===== src/psf_pkg.sv =====
// Constants, types and field layout of the program status flags block
// Functional notes
// - Add or subtract sets carry on carry out of, or borrow into, bit 7.
// - Multiply and divide always leave the carry flag cleared.
// - Decimal adjust sets carry when the decimal sum passed two digits.
// - Compare-and-branch sets carry when first unsigned operand is below second.
// - Aux carry shows carry out of, or borrow into, the low nibble.
// - User flags at bits 5 and 1 change only by software writes.
// - Bank select 00 maps registers to 00H-07H, 11 maps to 18H-1FH.
// - Add ops set overflow when exactly one of bit 6, bit 7 carries.
// - Subtract with borrow sets overflow when exactly one of bits 6, 7 borrows.
// - Multiply sets overflow when the product's upper byte is nonzero.
// - Divide clears overflow, but sets it for a zero divisor.
// - Parity bit always shows odd count of ones in the accumulator.
// - Status word sits at address D0H and each bit is addressable.
package psf_pkg;

  // Register location and bit addressing
  localparam logic [7:0] PSF_STATUS_ADDR = 8'hD0;
  localparam logic [4:0] PSF_BIT_BASE    = 5'h1A;
  localparam logic [7:0] PSF_RESET_VALUE = 8'h00;

  // Field positions inside the status word
  localparam int PSF_POS_CARRY  = 7;
  localparam int PSF_POS_AUX    = 6;
  localparam int PSF_POS_USER0  = 5;
  localparam int PSF_POS_BANKHI = 4;
  localparam int PSF_POS_BANKLO = 3;
  localparam int PSF_POS_OVF    = 2;
  localparam int PSF_POS_USER1  = 1;
  localparam int PSF_POS_PARITY = 0;

  // Arithmetic limits
  localparam logic [3:0] PSF_BCD_DIGIT_MAX = 4'h9;
  localparam logic [7:0] PSF_BCD_LOW_ADJ   = 8'h06;
  localparam logic [7:0] PSF_BCD_HIGH_ADJ  = 8'h60;
  localparam logic [7:0] PSF_ZERO_BYTE     = 8'h00;

  // Instructions whose result flags this block computes
  typedef enum logic [2:0] {
    PSF_OP_ADD,
    PSF_OP_ADD_WITH_CARRY,
    PSF_OP_SUBTRACT_WITH_BORROW,
    PSF_OP_MULTIPLY,
    PSF_OP_DIVIDE,
    PSF_OP_DECIMAL_ADJUST,
    PSF_OP_COMPARE_BRANCH
  } psf_op_t;

  // Flag update request from the instruction datapath
  typedef struct packed {
    logic       valid;
    psf_op_t    op;
    logic [7:0] opnd_a;
    logic [7:0] opnd_b;
  } psf_alu_req_t;

  // Byte access in special-function space
  typedef struct packed {
    logic       wr;
    logic       rd;
    logic [7:0] addr;
    logic [7:0] wdata;
  } psf_sfr_req_t;

  // Single-bit access in bit space
  typedef struct packed {
    logic       wr;
    logic       rd;
    logic [7:0] addr;
    logic       value;
  } psf_bit_req_t;

  // Whole state of the block
  typedef struct packed {
    logic       carry_flag;
    logic       aux_carry_flag;
    logic       user_flag_zero;
    logic       bank_select_high;
    logic       bank_select_low;
    logic       overflow_flag;
    logic       user_flag_one;
    logic [7:0] sfr_rdata;
    logic       bit_rdata;
  } psf_state_t;

endpackage : psf_pkg


===== src/psf_status_word.sv =====
// Program status word with result flags, user flags and bank select
`timescale 1ns/1ns
module psf_status_word (
  // Clock and reset
  input  wire logic              clk_i,
  input  wire logic              reset_n_i,
  // Instruction datapath
  input  wire psf_pkg::psf_alu_req_t alu_req_i,
  input  wire logic [7:0]        acc_i,
  // Special-function byte and bit access
  input  wire psf_pkg::psf_sfr_req_t sfr_req_i,
  input  wire psf_pkg::psf_bit_req_t bit_req_i,
  output logic [7:0]             sfr_rdata_o,
  output logic                   bit_rdata_o,
  // Status towards the core
  output logic [7:0]             program_status_word_o,
  output logic [7:0]             bank_base_o
);

  // Nine-bit sum with carry in
  function automatic logic [8:0] psf_add9(input logic [7:0] a, input logic [7:0] b,
                                          input logic cin);
    return {1'b0, a} + {1'b0, b} + {8'h00, cin};
  endfunction

  // Nine-bit difference with borrow in; bit 8 is the borrow out
  function automatic logic [8:0] psf_sub9(input logic [7:0] a, input logic [7:0] b,
                                          input logic bin);
    return {1'b0, a} - {1'b0, b} - {8'h00, bin};
  endfunction

  psf_pkg::psf_state_t state_reg;
  psf_pkg::psf_state_t state_next;

  logic       parity;
  logic [7:0] image;
  logic       byte_hit;
  logic       bit_hit;
  logic [2:0] bit_idx;

  // Live parity of the accumulator
  // parity from accumulator
  assign parity = ^acc_i;

  // Current status word image
  // parity never stored
  always_comb begin
    image = 8'h00;
    image[psf_pkg::PSF_POS_CARRY]  = state_reg.carry_flag;
    image[psf_pkg::PSF_POS_AUX]    = state_reg.aux_carry_flag;
    image[psf_pkg::PSF_POS_USER0]  = state_reg.user_flag_zero;
    image[psf_pkg::PSF_POS_BANKHI] = state_reg.bank_select_high;
    image[psf_pkg::PSF_POS_BANKLO] = state_reg.bank_select_low;
    image[psf_pkg::PSF_POS_OVF]    = state_reg.overflow_flag;
    image[psf_pkg::PSF_POS_USER1]  = state_reg.user_flag_one;
    image[psf_pkg::PSF_POS_PARITY] = parity;
  end

  // Address decode for byte and bit space
  // byte and bit decode
  assign byte_hit = (sfr_req_i.addr == psf_pkg::PSF_STATUS_ADDR);
  assign bit_hit  = (bit_req_i.addr[7:3] == psf_pkg::PSF_BIT_BASE);
  assign bit_idx  = bit_req_i.addr[2:0];

  // Next-state logic: software access first, then instruction flags override
  always_comb begin
    logic [7:0] wimg;
    logic [8:0] full;
    logic [8:0] low7;
    logic [8:0] nib;
    logic [8:0] adj;
    logic [15:0] prod;
    logic        cin;
    wimg  = image;
    full  = 9'h000;
    low7  = 9'h000;
    nib   = 9'h000;
    adj   = 9'h000;
    prod  = 16'h0000;
    cin   = 1'b0;
    state_next = state_reg;

    // Software writes, byte then bit
    // user flags by software
    if (sfr_req_i.wr && byte_hit) begin
      wimg = sfr_req_i.wdata;
    end
    if (bit_req_i.wr && bit_hit) begin
      wimg[bit_idx] = bit_req_i.value;
    end
    state_next.carry_flag       = wimg[psf_pkg::PSF_POS_CARRY];
    state_next.aux_carry_flag   = wimg[psf_pkg::PSF_POS_AUX];
    state_next.user_flag_zero   = wimg[psf_pkg::PSF_POS_USER0];
    state_next.bank_select_high = wimg[psf_pkg::PSF_POS_BANKHI];
    state_next.bank_select_low  = wimg[psf_pkg::PSF_POS_BANKLO];
    state_next.overflow_flag    = wimg[psf_pkg::PSF_POS_OVF];
    state_next.user_flag_one    = wimg[psf_pkg::PSF_POS_USER1];

    // Instruction flag results win over a same-cycle software write
    if (alu_req_i.valid) begin
      unique case (alu_req_i.op)
        psf_pkg::PSF_OP_ADD,
        psf_pkg::PSF_OP_ADD_WITH_CARRY: begin
          cin  = (alu_req_i.op == psf_pkg::PSF_OP_ADD_WITH_CARRY) ? state_reg.carry_flag
                                                                 : 1'b0;
          full = psf_add9(alu_req_i.opnd_a, alu_req_i.opnd_b, cin);
          low7 = psf_add9({1'b0, alu_req_i.opnd_a[6:0]}, {1'b0, alu_req_i.opnd_b[6:0]}, cin);
          nib  = psf_add9({4'h0, alu_req_i.opnd_a[3:0]}, {4'h0, alu_req_i.opnd_b[3:0]}, cin);
          state_next.carry_flag     = full[8];
          state_next.aux_carry_flag = nib[4];
          // carries at bits 6 and 7
          state_next.overflow_flag  = full[8] ^ low7[7];
        end
        psf_pkg::PSF_OP_SUBTRACT_WITH_BORROW: begin
          cin  = state_reg.carry_flag;
          full = psf_sub9(alu_req_i.opnd_a, alu_req_i.opnd_b, cin);
          low7 = psf_sub9({1'b0, alu_req_i.opnd_a[6:0]}, {1'b0, alu_req_i.opnd_b[6:0]}, cin);
          nib  = psf_sub9({4'h0, alu_req_i.opnd_a[3:0]}, {4'h0, alu_req_i.opnd_b[3:0]}, cin);
          state_next.carry_flag     = full[8];
          state_next.aux_carry_flag = nib[4];
          // borrows at bits 6 and 7
          state_next.overflow_flag  = full[8] ^ low7[7];
        end
        psf_pkg::PSF_OP_MULTIPLY: begin
          prod = {8'h00, alu_req_i.opnd_a} * {8'h00, alu_req_i.opnd_b};
          state_next.carry_flag    = 1'b0;
          state_next.overflow_flag = (prod[15:8] != psf_pkg::PSF_ZERO_BYTE);
        end
        psf_pkg::PSF_OP_DIVIDE: begin
          state_next.carry_flag    = 1'b0;
          state_next.overflow_flag = (alu_req_i.opnd_b == psf_pkg::PSF_ZERO_BYTE);
        end
        psf_pkg::PSF_OP_DECIMAL_ADJUST: begin
          // Low digit correction, then high digit correction on operand a
          adj = {1'b0, alu_req_i.opnd_a};
          if ((alu_req_i.opnd_a[3:0] > psf_pkg::PSF_BCD_DIGIT_MAX) ||
              state_reg.aux_carry_flag) begin
            adj = psf_add9(alu_req_i.opnd_a, psf_pkg::PSF_BCD_LOW_ADJ, 1'b0);
          end
          cin = adj[8];
          if (cin || (adj[7:4] > psf_pkg::PSF_BCD_DIGIT_MAX) || state_reg.carry_flag) begin
            adj = psf_add9(adj[7:0], psf_pkg::PSF_BCD_HIGH_ADJ, 1'b0);
          end
          // carry for sum of 100 or more
          state_next.carry_flag = state_reg.carry_flag | cin | adj[8];
        end
        psf_pkg::PSF_OP_COMPARE_BRANCH: begin
          state_next.carry_flag = (alu_req_i.opnd_a < alu_req_i.opnd_b);
        end
        // Unused opcode leaves the flags as written
        default: begin
        end
      endcase
    end

    // Registered read data; unmapped addresses read zero
    // readable by byte and bit
    if (sfr_req_i.rd) begin
      state_next.sfr_rdata = byte_hit ? image : 8'h00;
    end
    if (bit_req_i.rd) begin
      state_next.bit_rdata = bit_hit ? image[bit_idx] : 1'b0;
    end
  end

  // State register
  always_ff @(posedge clk_i or negedge reset_n_i) begin
    if (!reset_n_i) begin
      state_reg <= '{carry_flag:       psf_pkg::PSF_RESET_VALUE[psf_pkg::PSF_POS_CARRY],
                     aux_carry_flag:   psf_pkg::PSF_RESET_VALUE[psf_pkg::PSF_POS_AUX],
                     user_flag_zero:   psf_pkg::PSF_RESET_VALUE[psf_pkg::PSF_POS_USER0],
                     bank_select_high: psf_pkg::PSF_RESET_VALUE[psf_pkg::PSF_POS_BANKHI],
                     bank_select_low:  psf_pkg::PSF_RESET_VALUE[psf_pkg::PSF_POS_BANKLO],
                     overflow_flag:    psf_pkg::PSF_RESET_VALUE[psf_pkg::PSF_POS_OVF],
                     user_flag_one:    psf_pkg::PSF_RESET_VALUE[psf_pkg::PSF_POS_USER1],
                     sfr_rdata:        8'h00,
                     bit_rdata:        1'b0};
    end else begin
      state_reg <= state_next;
    end
  end

  // Outputs
  // bank base address
  assign bank_base_o           = {3'b000, state_reg.bank_select_high,
                                  state_reg.bank_select_low, 3'b000};
  assign program_status_word_o = image;
  assign sfr_rdata_o           = state_reg.sfr_rdata;
  assign bit_rdata_o           = state_reg.bit_rdata;

  // Signed reference results, worked apart from the flag logic, for the checks
  logic       ref_cin;
  logic [8:0] ref_sum;
  logic [8:0] ref_diff;
  assign ref_cin  = (alu_req_i.op == psf_pkg::PSF_OP_ADD_WITH_CARRY) && state_reg.carry_flag;
  assign ref_sum  = {alu_req_i.opnd_a[7], alu_req_i.opnd_a} +
                    {alu_req_i.opnd_b[7], alu_req_i.opnd_b} +
                    {8'h00, ref_cin};
  assign ref_diff = {alu_req_i.opnd_a[7], alu_req_i.opnd_a} -
                    {alu_req_i.opnd_b[7], alu_req_i.opnd_b} -
                    {8'h00, state_reg.carry_flag};

  // Checks on flag results
  carry_add_a : assert property (@(posedge clk_i) disable iff (!reset_n_i)
    (alu_req_i.valid && alu_req_i.op == psf_pkg::PSF_OP_ADD) |=>
    state_reg.carry_flag == (({1'b0, $past(alu_req_i.opnd_a)} +
                               {1'b0, $past(alu_req_i.opnd_b)}) > 9'h0FF))
    else $error("carry wrong after add");

  carry_muldiv_a : assert property (@(posedge clk_i) disable iff (!reset_n_i)
    (alu_req_i.valid && (alu_req_i.op == psf_pkg::PSF_OP_MULTIPLY ||
                         alu_req_i.op == psf_pkg::PSF_OP_DIVIDE)) |=> !state_reg.carry_flag)
    else $error("carry set after multiply or divide");

  carry_decadj_a : assert property (@(posedge clk_i) disable iff (!reset_n_i)
    (alu_req_i.valid && alu_req_i.op == psf_pkg::PSF_OP_DECIMAL_ADJUST &&
     (state_reg.carry_flag || alu_req_i.opnd_a > 8'h99)) |=> state_reg.carry_flag)
    else $error("decimal adjust lost carry");

  carry_compare_a : assert property (@(posedge clk_i) disable iff (!reset_n_i)
    (alu_req_i.valid && alu_req_i.op == psf_pkg::PSF_OP_COMPARE_BRANCH) |=>
    state_reg.carry_flag == ($past(alu_req_i.opnd_a) < $past(alu_req_i.opnd_b)))
    else $error("carry wrong after compare");

  aux_add_a : assert property (@(posedge clk_i) disable iff (!reset_n_i)
    (alu_req_i.valid && alu_req_i.op == psf_pkg::PSF_OP_ADD) |=>
    state_reg.aux_carry_flag == (({1'b0, $past(alu_req_i.opnd_a[3:0])} +
                                  {1'b0, $past(alu_req_i.opnd_b[3:0])}) > 5'h0F))
    else $error("aux carry wrong after add");

  user_flags_a : assert property (@(posedge clk_i) disable iff (!reset_n_i)
    !(sfr_req_i.wr && byte_hit) && !(bit_req_i.wr && bit_hit) |=>
    $stable(state_reg.user_flag_zero) && $stable(state_reg.user_flag_one))
    else $error("user flag changed without software");

  bank_map_a : assert property (@(posedge clk_i) disable iff (!reset_n_i)
    (sfr_req_i.wr && byte_hit && !(bit_req_i.wr && bit_hit)) |=>
    bank_base_o == {6'h00, $past(sfr_req_i.wdata[4:3])} * 8'h08)
    else $error("bank base does not follow select");

  ovf_add_a : assert property (@(posedge clk_i) disable iff (!reset_n_i)
    (alu_req_i.valid && alu_req_i.op == psf_pkg::PSF_OP_ADD &&
     alu_req_i.opnd_a == 8'h7F && alu_req_i.opnd_b == 8'h01) |=> state_reg.overflow_flag)
    else $error("overflow missed on positive add");

  ovf_mult_a : assert property (@(posedge clk_i) disable iff (!reset_n_i)
    (alu_req_i.valid && alu_req_i.op == psf_pkg::PSF_OP_MULTIPLY) |=>
    state_reg.overflow_flag == (({8'h00, $past(alu_req_i.opnd_a)} *
                                 {8'h00, $past(alu_req_i.opnd_b)}) > 16'h00FF))
    else $error("overflow wrong after multiply");

  ovf_divide_a : assert property (@(posedge clk_i) disable iff (!reset_n_i)
    (alu_req_i.valid && alu_req_i.op == psf_pkg::PSF_OP_DIVIDE) |=>
    state_reg.overflow_flag == ($past(alu_req_i.opnd_b) == 8'h00))
    else $error("overflow wrong after divide");

  parity_live_a : assert property (@(posedge clk_i) disable iff (!reset_n_i)
    program_status_word_o[0] == ($countones(acc_i) % 2 == 1))
    else $error("parity does not match accumulator");

  byte_read_a : assert property (@(posedge clk_i) disable iff (!reset_n_i)
    (sfr_req_i.rd && sfr_req_i.addr == 8'hD0) |=> sfr_rdata_o == $past(program_status_word_o))
    else $error("byte read of status word wrong");

  ovf_add_with_carry_op_a : assert property (@(posedge clk_i) disable iff (!reset_n_i)
    (alu_req_i.valid && (alu_req_i.op == psf_pkg::PSF_OP_ADD ||
                         alu_req_i.op == psf_pkg::PSF_OP_ADD_WITH_CARRY)) |=>
    state_reg.overflow_flag == ($past(ref_sum[8]) != $past(ref_sum[7])))
    else $error("overflow wrong after add");

  ovf_sub_a : assert property (@(posedge clk_i) disable iff (!reset_n_i)
    (alu_req_i.valid && alu_req_i.op == psf_pkg::PSF_OP_SUBTRACT_WITH_BORROW) |=>
    state_reg.overflow_flag == ($past(ref_diff[8]) != $past(ref_diff[7])))
    else $error("overflow wrong after subtract");

  aux_sub_a : assert property (@(posedge clk_i) disable iff (!reset_n_i)
    (alu_req_i.valid && alu_req_i.op == psf_pkg::PSF_OP_SUBTRACT_WITH_BORROW) |=>
    state_reg.aux_carry_flag == ({1'b0, $past(alu_req_i.opnd_a[3:0])} <
                                 {1'b0, $past(alu_req_i.opnd_b[3:0])} +
                                 {4'h0, $past(state_reg.carry_flag)}))
    else $error("aux carry wrong after subtract");

  // Checks on software access
  byte_write_a : assert property (@(posedge clk_i) disable iff (!reset_n_i)
    (sfr_req_i.wr && byte_hit && !alu_req_i.valid && !(bit_req_i.wr && bit_hit)) |=>
    program_status_word_o[7:1] == $past(sfr_req_i.wdata[7:1]))
    else $error("byte write not kept in status word");

  bit_write_a : assert property (@(posedge clk_i) disable iff (!reset_n_i)
    (bit_req_i.wr && bit_hit && bit_idx != 3'h0 && !alu_req_i.valid) |=>
    program_status_word_o[$past(bit_idx)] == $past(bit_req_i.value))
    else $error("bit write not kept in status word");

  bit_read_a : assert property (@(posedge clk_i) disable iff (!reset_n_i)
    (bit_req_i.rd && bit_hit) |=>
    bit_rdata_o == $past(program_status_word_o[bit_idx]))
    else $error("bit read of status word wrong");

endmodule // psf_status_word


===== config.mk =====
export PLATFORM = sky130hd
export DESIGN_NAME = psf_status_word
export DESIGN_NICKNAME = d
export VERILOG_FILES = /design/src/psf_pkg.sv /design/src/psf_status_word.sv
export SDC_FILE = /design/constraint.sdc
export NUM_CORES = 1
export LEC_CHECK = 0
export ABC_AREA = 0
export BUFFER_PORTS_ARGS = -buffer_cell sky130_fd_sc_hd__clkbuf_2
export CAP_MARGIN = 30
export CORE_MARGIN = 2
export CORE_UTILIZATION = 57
export DETAILED_ROUTE_END_ITERATION = 16
export GPL_TIMING_DRIVEN = 0
export PLACE_DENSITY = 0.91
export SLEW_MARGIN = 25
export SYNTH_ARGS = -nofsm -noshare
export SYNTH_HDL_FRONTEND = slang
export SYNTH_SLANG_ARGS = --single-unit

===== constraint.sdc =====
create_clock -name clk_i -period 2.6 [get_ports clk_i]
set_input_delay 0.52 -clock clk_i [delete_from_list [all_inputs] [get_ports clk_i]]
set_output_delay 0.52 -clock clk_i [all_outputs]
set_load 0.02 [all_outputs]

==> flow_summary.toml, run 1 <==
[sta]
setup_slack_ns = -1.792
setup_viol = 2
tightest_slew_ns = 0.5509
post-route-min-period_ns = 4.392
finalHoldViolations = 0
rsz0062_at_grt = "true"
max_freq_mhz = 227.7
period_share_pct = 168.9
clock_skew_ns = 0.004130
slew_headroom_pct = 62.76
slew_viol_final = 0
whs_ns = 0.1892
tns_ns = -1.869

[outcome]
outcome = "complete, but fails checks"
violations = "negative setup slack"

[finish]
seqCellArea_um2 = 401.6
nFillCells = 415
final_cell_count_no_fill = 605
multi_input_comb_area_um2 = 3251
drive_gt1_share_pct = 29.17
num_antenna_cells = 0
fin_nets = 685
finalInstanceArea_um2 = 4726
area_growth_pct = 25.57

[synthesis]
synth-adder-area-share_pct = 39.43
ys_async_sr_fraction_pct = 100.0
synthTopCellsByCount = "76 x inv_1, 61 x ha_1, 46 x nor2_1"
yosys.cell_count.top_type = "inv_1"
netlist_instances = 441
synthSimpleGateAreaFrac_pct = 17.32
synth_top_family_by_area = "adder cells"
ys.flop_type = "dfrtp_1"
synth-seq-area-share_pct = 10.64
synthMuxAreaShare_pct = 5.519
yosys.area.top_type_share_pct = 20.28
synth_compound_area_share_pct = 13.76
synth_top_area_cell = "ha_1"
synth.cell_area_um2 = 3764
synth_area_leaders = "ha_1 20%, fa_1 19%, dfrtp_1 11%"
ys_seq_elements = 16
avgSynthCellArea_um2 = 8.534
synthXorXnorAreaFrac_pct = 2.560
yosys_warnings = 0
synth-edff-count = 0
synth_cell_types = 59

[placed_design]
dpl_cell_area_um2 = 4320
dp_cells = 595
pre_cts_ws_ns = -2.199
gp_congestion = 0.9235
dpl.hpwl_mm = 8.122
port_buffers = 72

[hold_path]
hold_class = "primary input to asynchronous set/reset pin"

[setup_path]
worstPathArrival_ns = 4.57
path_class = "primary input to flip-flop"
crit_top_cell = "fa_1"
endpoint_kind = "flip-flop"
path_delay_family = "adder cells"
crit_fanout = 5
cpPeakStageDelay_ns = 0.51
cp-start-kind = "primary input"
crit_slowest_cell = "fa_1"
worstPathBufferInverterCount = 4
required_ns = 2.78
crit_chain = "clkbuf_4 > clkinvlp_4 > nor2_4 > fa_1 > inv_1 > fa_1 > fa_1 > fa_1 > inv_1 > ha_4 > and3_1 > nor3_4 > a31oi_4 > mux2_2 > a41o_1 > a31oi_1"

[clock_network]
clk_pin_slew_worst_paths_ns = 0.07
clk_latency_ns = 0.26
htreeDepth = 1
clock-root-buffer = "clkbuf_8"
cts_hold_buf = 0
cts_tree = "done"
ctsLongestPathBuffers = 2
cts_sinks = 16
cts_buffers = 3

[grt]
grt_pass1_vias = 3734
grt_pass1_wl_mm = 17.19
track_usage_pct = 29.23
overflow = 0
grt_max_degree = 17
antenna_found_initial = 0

[floorplanning]
core_area_um2 = 6350
initial_core_util_pct = 59.27
die_w_um = 85.26
rows = 29
io_pins = 84
dieArea_um2 = 7268
die_h_um = 85.26

[power]
p_per_area_nw_per_um2 = 536.6
p_leak_nw = 2.397
ir_worst_vdd_mv = 0.6675

[drt]
avgViaCountPerCell = 6.155
ant_nets = 0
drc = 0
drt_first_iter_violations = 369
routed_wl_mm = 11.22
avgRoutedWirePerCell_um = 18.55
drt_pre_antenna_iters = 5
vias = 3724

[flow_run]
maxCapViolations = 0
sequential cells by signal, summed over array words and instances, names as in the netlist:
register,flops
bank_base_o,2
bit_rdata_o,1
program_status_word_o,5
sfr_rdata_o,8
worst paths after layout:
path | cells after the start | from | slack, ns | end
max in group asynchronous | 1 | reset_n_i | 2.09 | program_status_word_o[7]$_DFF_PN0_
worst min-delay path | 1 | reset_n_i | 0.19 | bank_base_o[3]$_DFF_PN0_
min in group clk_i | 1 | sfr_rdata_o[1]$_DFFE_PN0P_ | 0.49 | sfr_rdata_o[1]$_DFFE_PN0P_
worst min register to register | 1 | sfr_rdata_o[1]$_DFFE_PN0P_ | 0.49 | sfr_rdata_o[1]$_DFFE_PN0P_
worst max register to register | 10 | program_status_word_o[7]$_DFF_PN0_ | -0.07 | program_status_word_o[2]$_DFF_PN0_
worst max-delay path | 16 | alu_req_i[13] | -1.79 | program_status_word_o[2]$_DFF_PN0_
per-stage QoR:
step | total power [mW] | util, %
5_1_grt | 2.717 | 74.42
3_3_place_gp | 1.817 | 68.04
3_5_place_dp | 1.924 | 68.04
6_report | 2.536 | 74.42
2_1_floorplan | 1.503 | -
4_1_cts | 2.371 | 72.47
repair_timing:
item                       in CTS  in global routing
pin swaps                      12                 15
setup endpoints to repair       1                  2
resized for setup              43                 24
buffers inserted                5                  1
gates cloned                    0                  0
power by group:
part | switching (mW) | internal, mW
combinational | 1.08 | 0.942
clock | 0.0933 | 0.135
sequential | 0.0255 | 0.264
total | 1.20 | 1.34
cell type report:
class / count / share of cell area (%)
Clock buffer: 4 / 1.165
Multi-Input combinational cell: 337 / 68.78
Inverter: 78 / 6.513
Sequential cell: 16 / 8.499
Buffer: 15 / 2.515
Tap cell: 77 / 2.039
Timing Repair Buffer: 78 / 10.48
cell usage in the layout (no fill, tap or decap), drive strengths merged, types with 4 or more instances in the layout:
master and n:
a21oi 14, a31oi 6, and2 6, buf 21, clkbuf 76, conb 6
dfrtp 16, fa 36, ha 61, inv 74, mux2 6, mux2i 11
nand2 36, nand3 7, nand3b 4, nor2 46, nor2b 7, nor3 8
nor4 4, o211ai 5, o21a 4, o21ai 13, o2bb2ai 8, xnor2 10
layer usage:
metal	GRT usage [%]	up-vias	wire length (um)
li1	-	1645	-
met3	4.961	70	1092
met1	35.29	1761	3934
met5	0	-	0
met4	10.39	0	544
met2	52.20	248	5653
worst register-to-register path, stage by stage, from the launching register on:
cell and delay, ns:
dfrtp_2 0.46, inv_1 0.11, fa_2 0.42, ha_4 0.25, nand2_2 0.08, a31oi_4 0.10, or3_1 0.37, a21oi_1 0.20
mux2i_1 0.24, mux2i_1 0.23, a31oi_1 0.09
kinds of logic after synthesis:
logic type / count (synthesis)
AOI/OAI and AO/OA: 73
xor gates and xnor gates: 11
adders and majority gates: 97
buffers and inverters: 93
DFF: 16
muxes: 18
other: 1
and+or+nand+nor: 132
Note: power is estimated with default switching activity, not from simulation.
==> run 2, diff against run 1 <==
CORE_ASPECT_RATIO = 1.2   (was unset)
SKIP_CTS_REPAIR_TIMING = 1   (was unset)
==> flow_summary.toml, run 2 (synthesis gave the netlist of run 1 again) <==
[outcome]
outcome = "complete, but fails checks"
violations = "negative setup slack"

[drt]
vias = 3512
avgRoutedWirePerCell_um = 16.44
drt_pre_antenna_iters = 4
drt_first_iter_violations = 232
drc = 0
avgViaCountPerCell = 5.711
ant_nets = 0
routed_wl_mm = 10.11

[power]
p_per_area_nw_per_um2 = 515.1
p_leak_nw = 2.384
ir_worst_vdd_mv = 0.6572

[finish]
nFillCells = 428
final_cell_mix = "65 x inv_1, 60 x clkbuf_2, 51 x ha_1"
area_growth_pct = 23.74
fin_nets = 687
drive_gt1_share_pct = 29.06
largest_register_ffs = 8
final_common_cell = "inv_1"
final_cell_count_no_fill = 615
num_antenna_cells = 0

[clock_network]
clk_latency_ns = 0.25
clk_pin_slew_worst_paths_ns = 0.06
clock-root-buffer = "clkbuf_8"
cts_sinks = 16
cts_tree = "done"
ctsLongestPathBuffers = 2
cts_buffers = 3
htreeDepth = 1

[floorplanning]
initial_core_util_pct = 58.75
rows = 32
die_h_um = 93.01
core_area_um2 = 6406
io_pins = 84
die_w_um = 78.18
dieArea_um2 = 7271

[sta]
rsz0062_at_grt = "true"
finalHoldViolations = 0
clock_skew_ns = 0.007824
slew_viol_final = 0
setup_viol = 1
tightest_slew_ns = 0.5413
setup_slack_ns = -1.853
slew_headroom_pct = 63.40
tns_ns = -1.853
max_freq_mhz = 224.6
whs_ns = 0.1735
period_share_pct = 171.3
post-route-min-period_ns = 4.453

[setup_path]
crit_fanout = 9
path_class = "primary input to flip-flop"
worstPathArrival_ns = 4.57
endpoint_kind = "flip-flop"
cp-start-kind = "primary input"
required_ns = 2.72
rr_worst_depth = 10

[grt]
overflow = 0
antenna_found_initial = 0
track_usage_pct = 27.02
grt_pass1_wl_mm = 15.97
grt_pass1_vias = 3627
grt_max_degree = 17

[placed_design]
dp_cells = 603
gp_congestion = 0.9150
dpl.hpwl_mm = 8.184
port_buffers = 72

[hold_path]
hold_class = "primary input to asynchronous set/reset pin"

[flow_run]
maxCapViolations = 0
-- run 2: critical path: stages --
cell	delay, ns
clkbuf_4	0.17
ha_2	0.22
fa_1	0.55
inv_1	0.06
fa_1	0.56
inv_1	0.07
fa_1	0.49
ha_1	0.34
ha_4	0.20
a21o_1	0.18
a21oi_2	0.14
o221a_2	0.20
o221ai_1	0.13
nor4_2	0.32
a41o_1	0.31
a31oi_4	0.11
-- run 2: stage by stage --
step	worst slack [ns]	utilization [%]	power [mW]	cell area, um^2
after floorplan	-1.528	-	1.503	3864
after global placement	-2.191	67.60	1.822	4330
after detailed placement	-2.267	67.60	1.892	4330
after CTS	-1.996	68.46	2.117	4385
after global routing	-1.968	72.70	2.612	4657
final	-1.853	72.70	2.399	4657
-- run 2: per-layer routing --
metal | vias up | share of wire, % | GRT usage (%)
li1 | 1648 | - | -
met1 | 1720 | 37 | 29.95
met2 | 118 | 56 | 52.08
met3 | 26 | 4.2 | 3.185
met4 | 0 | 2.5 | 10.38
met5 | - | 0 | 0
-- run 2: cell type report --
cell class	count	area, um^2	share of cell area (%)
plain buffers	15	118.9	2.552
flip-flops and latches	16	400.4	8.598
repair buffers	80	469.2	10.08
inverters	78	310.3	6.663
clock buffers	4	55.05	1.182
multi-input cells	337	3197	68.65
well taps	85	106.4	2.284
-- run 2: final timing paths --
path	end	from	slack (ns)
max in group asynchronous	sfr_rdata_o[5]$_DFFE_PN0P_	reset_n_i	2.15
hold / removal	sfr_rdata_o[0]$_DFFE_PN0P_	reset_n_i	0.17
hold reg to reg	sfr_rdata_o[2]$_DFFE_PN0P_	sfr_rdata_o[2]$_DFFE_PN0P_	0.50
setup reg to reg	program_status_word_o[2]$_DFF_PN0_	program_status_word_o[7]$_DFF_PN0_	-0.25
min in group clk_i	sfr_rdata_o[2]$_DFFE_PN0P_	sfr_rdata_o[2]$_DFFE_PN0P_	0.50
setup / recovery	program_status_word_o[2]$_DFF_PN0_	alu_req_i[5]	-1.85
-- run 2: power breakdown --
part	total (mW)	leakage, nW	internal [mW]	switching (mW)
Sequential	0.287	0.217	0.264	0.0226
Combinational	1.90	2.14	0.874	1.02
Clock	0.215	0.0288	0.134	0.0807
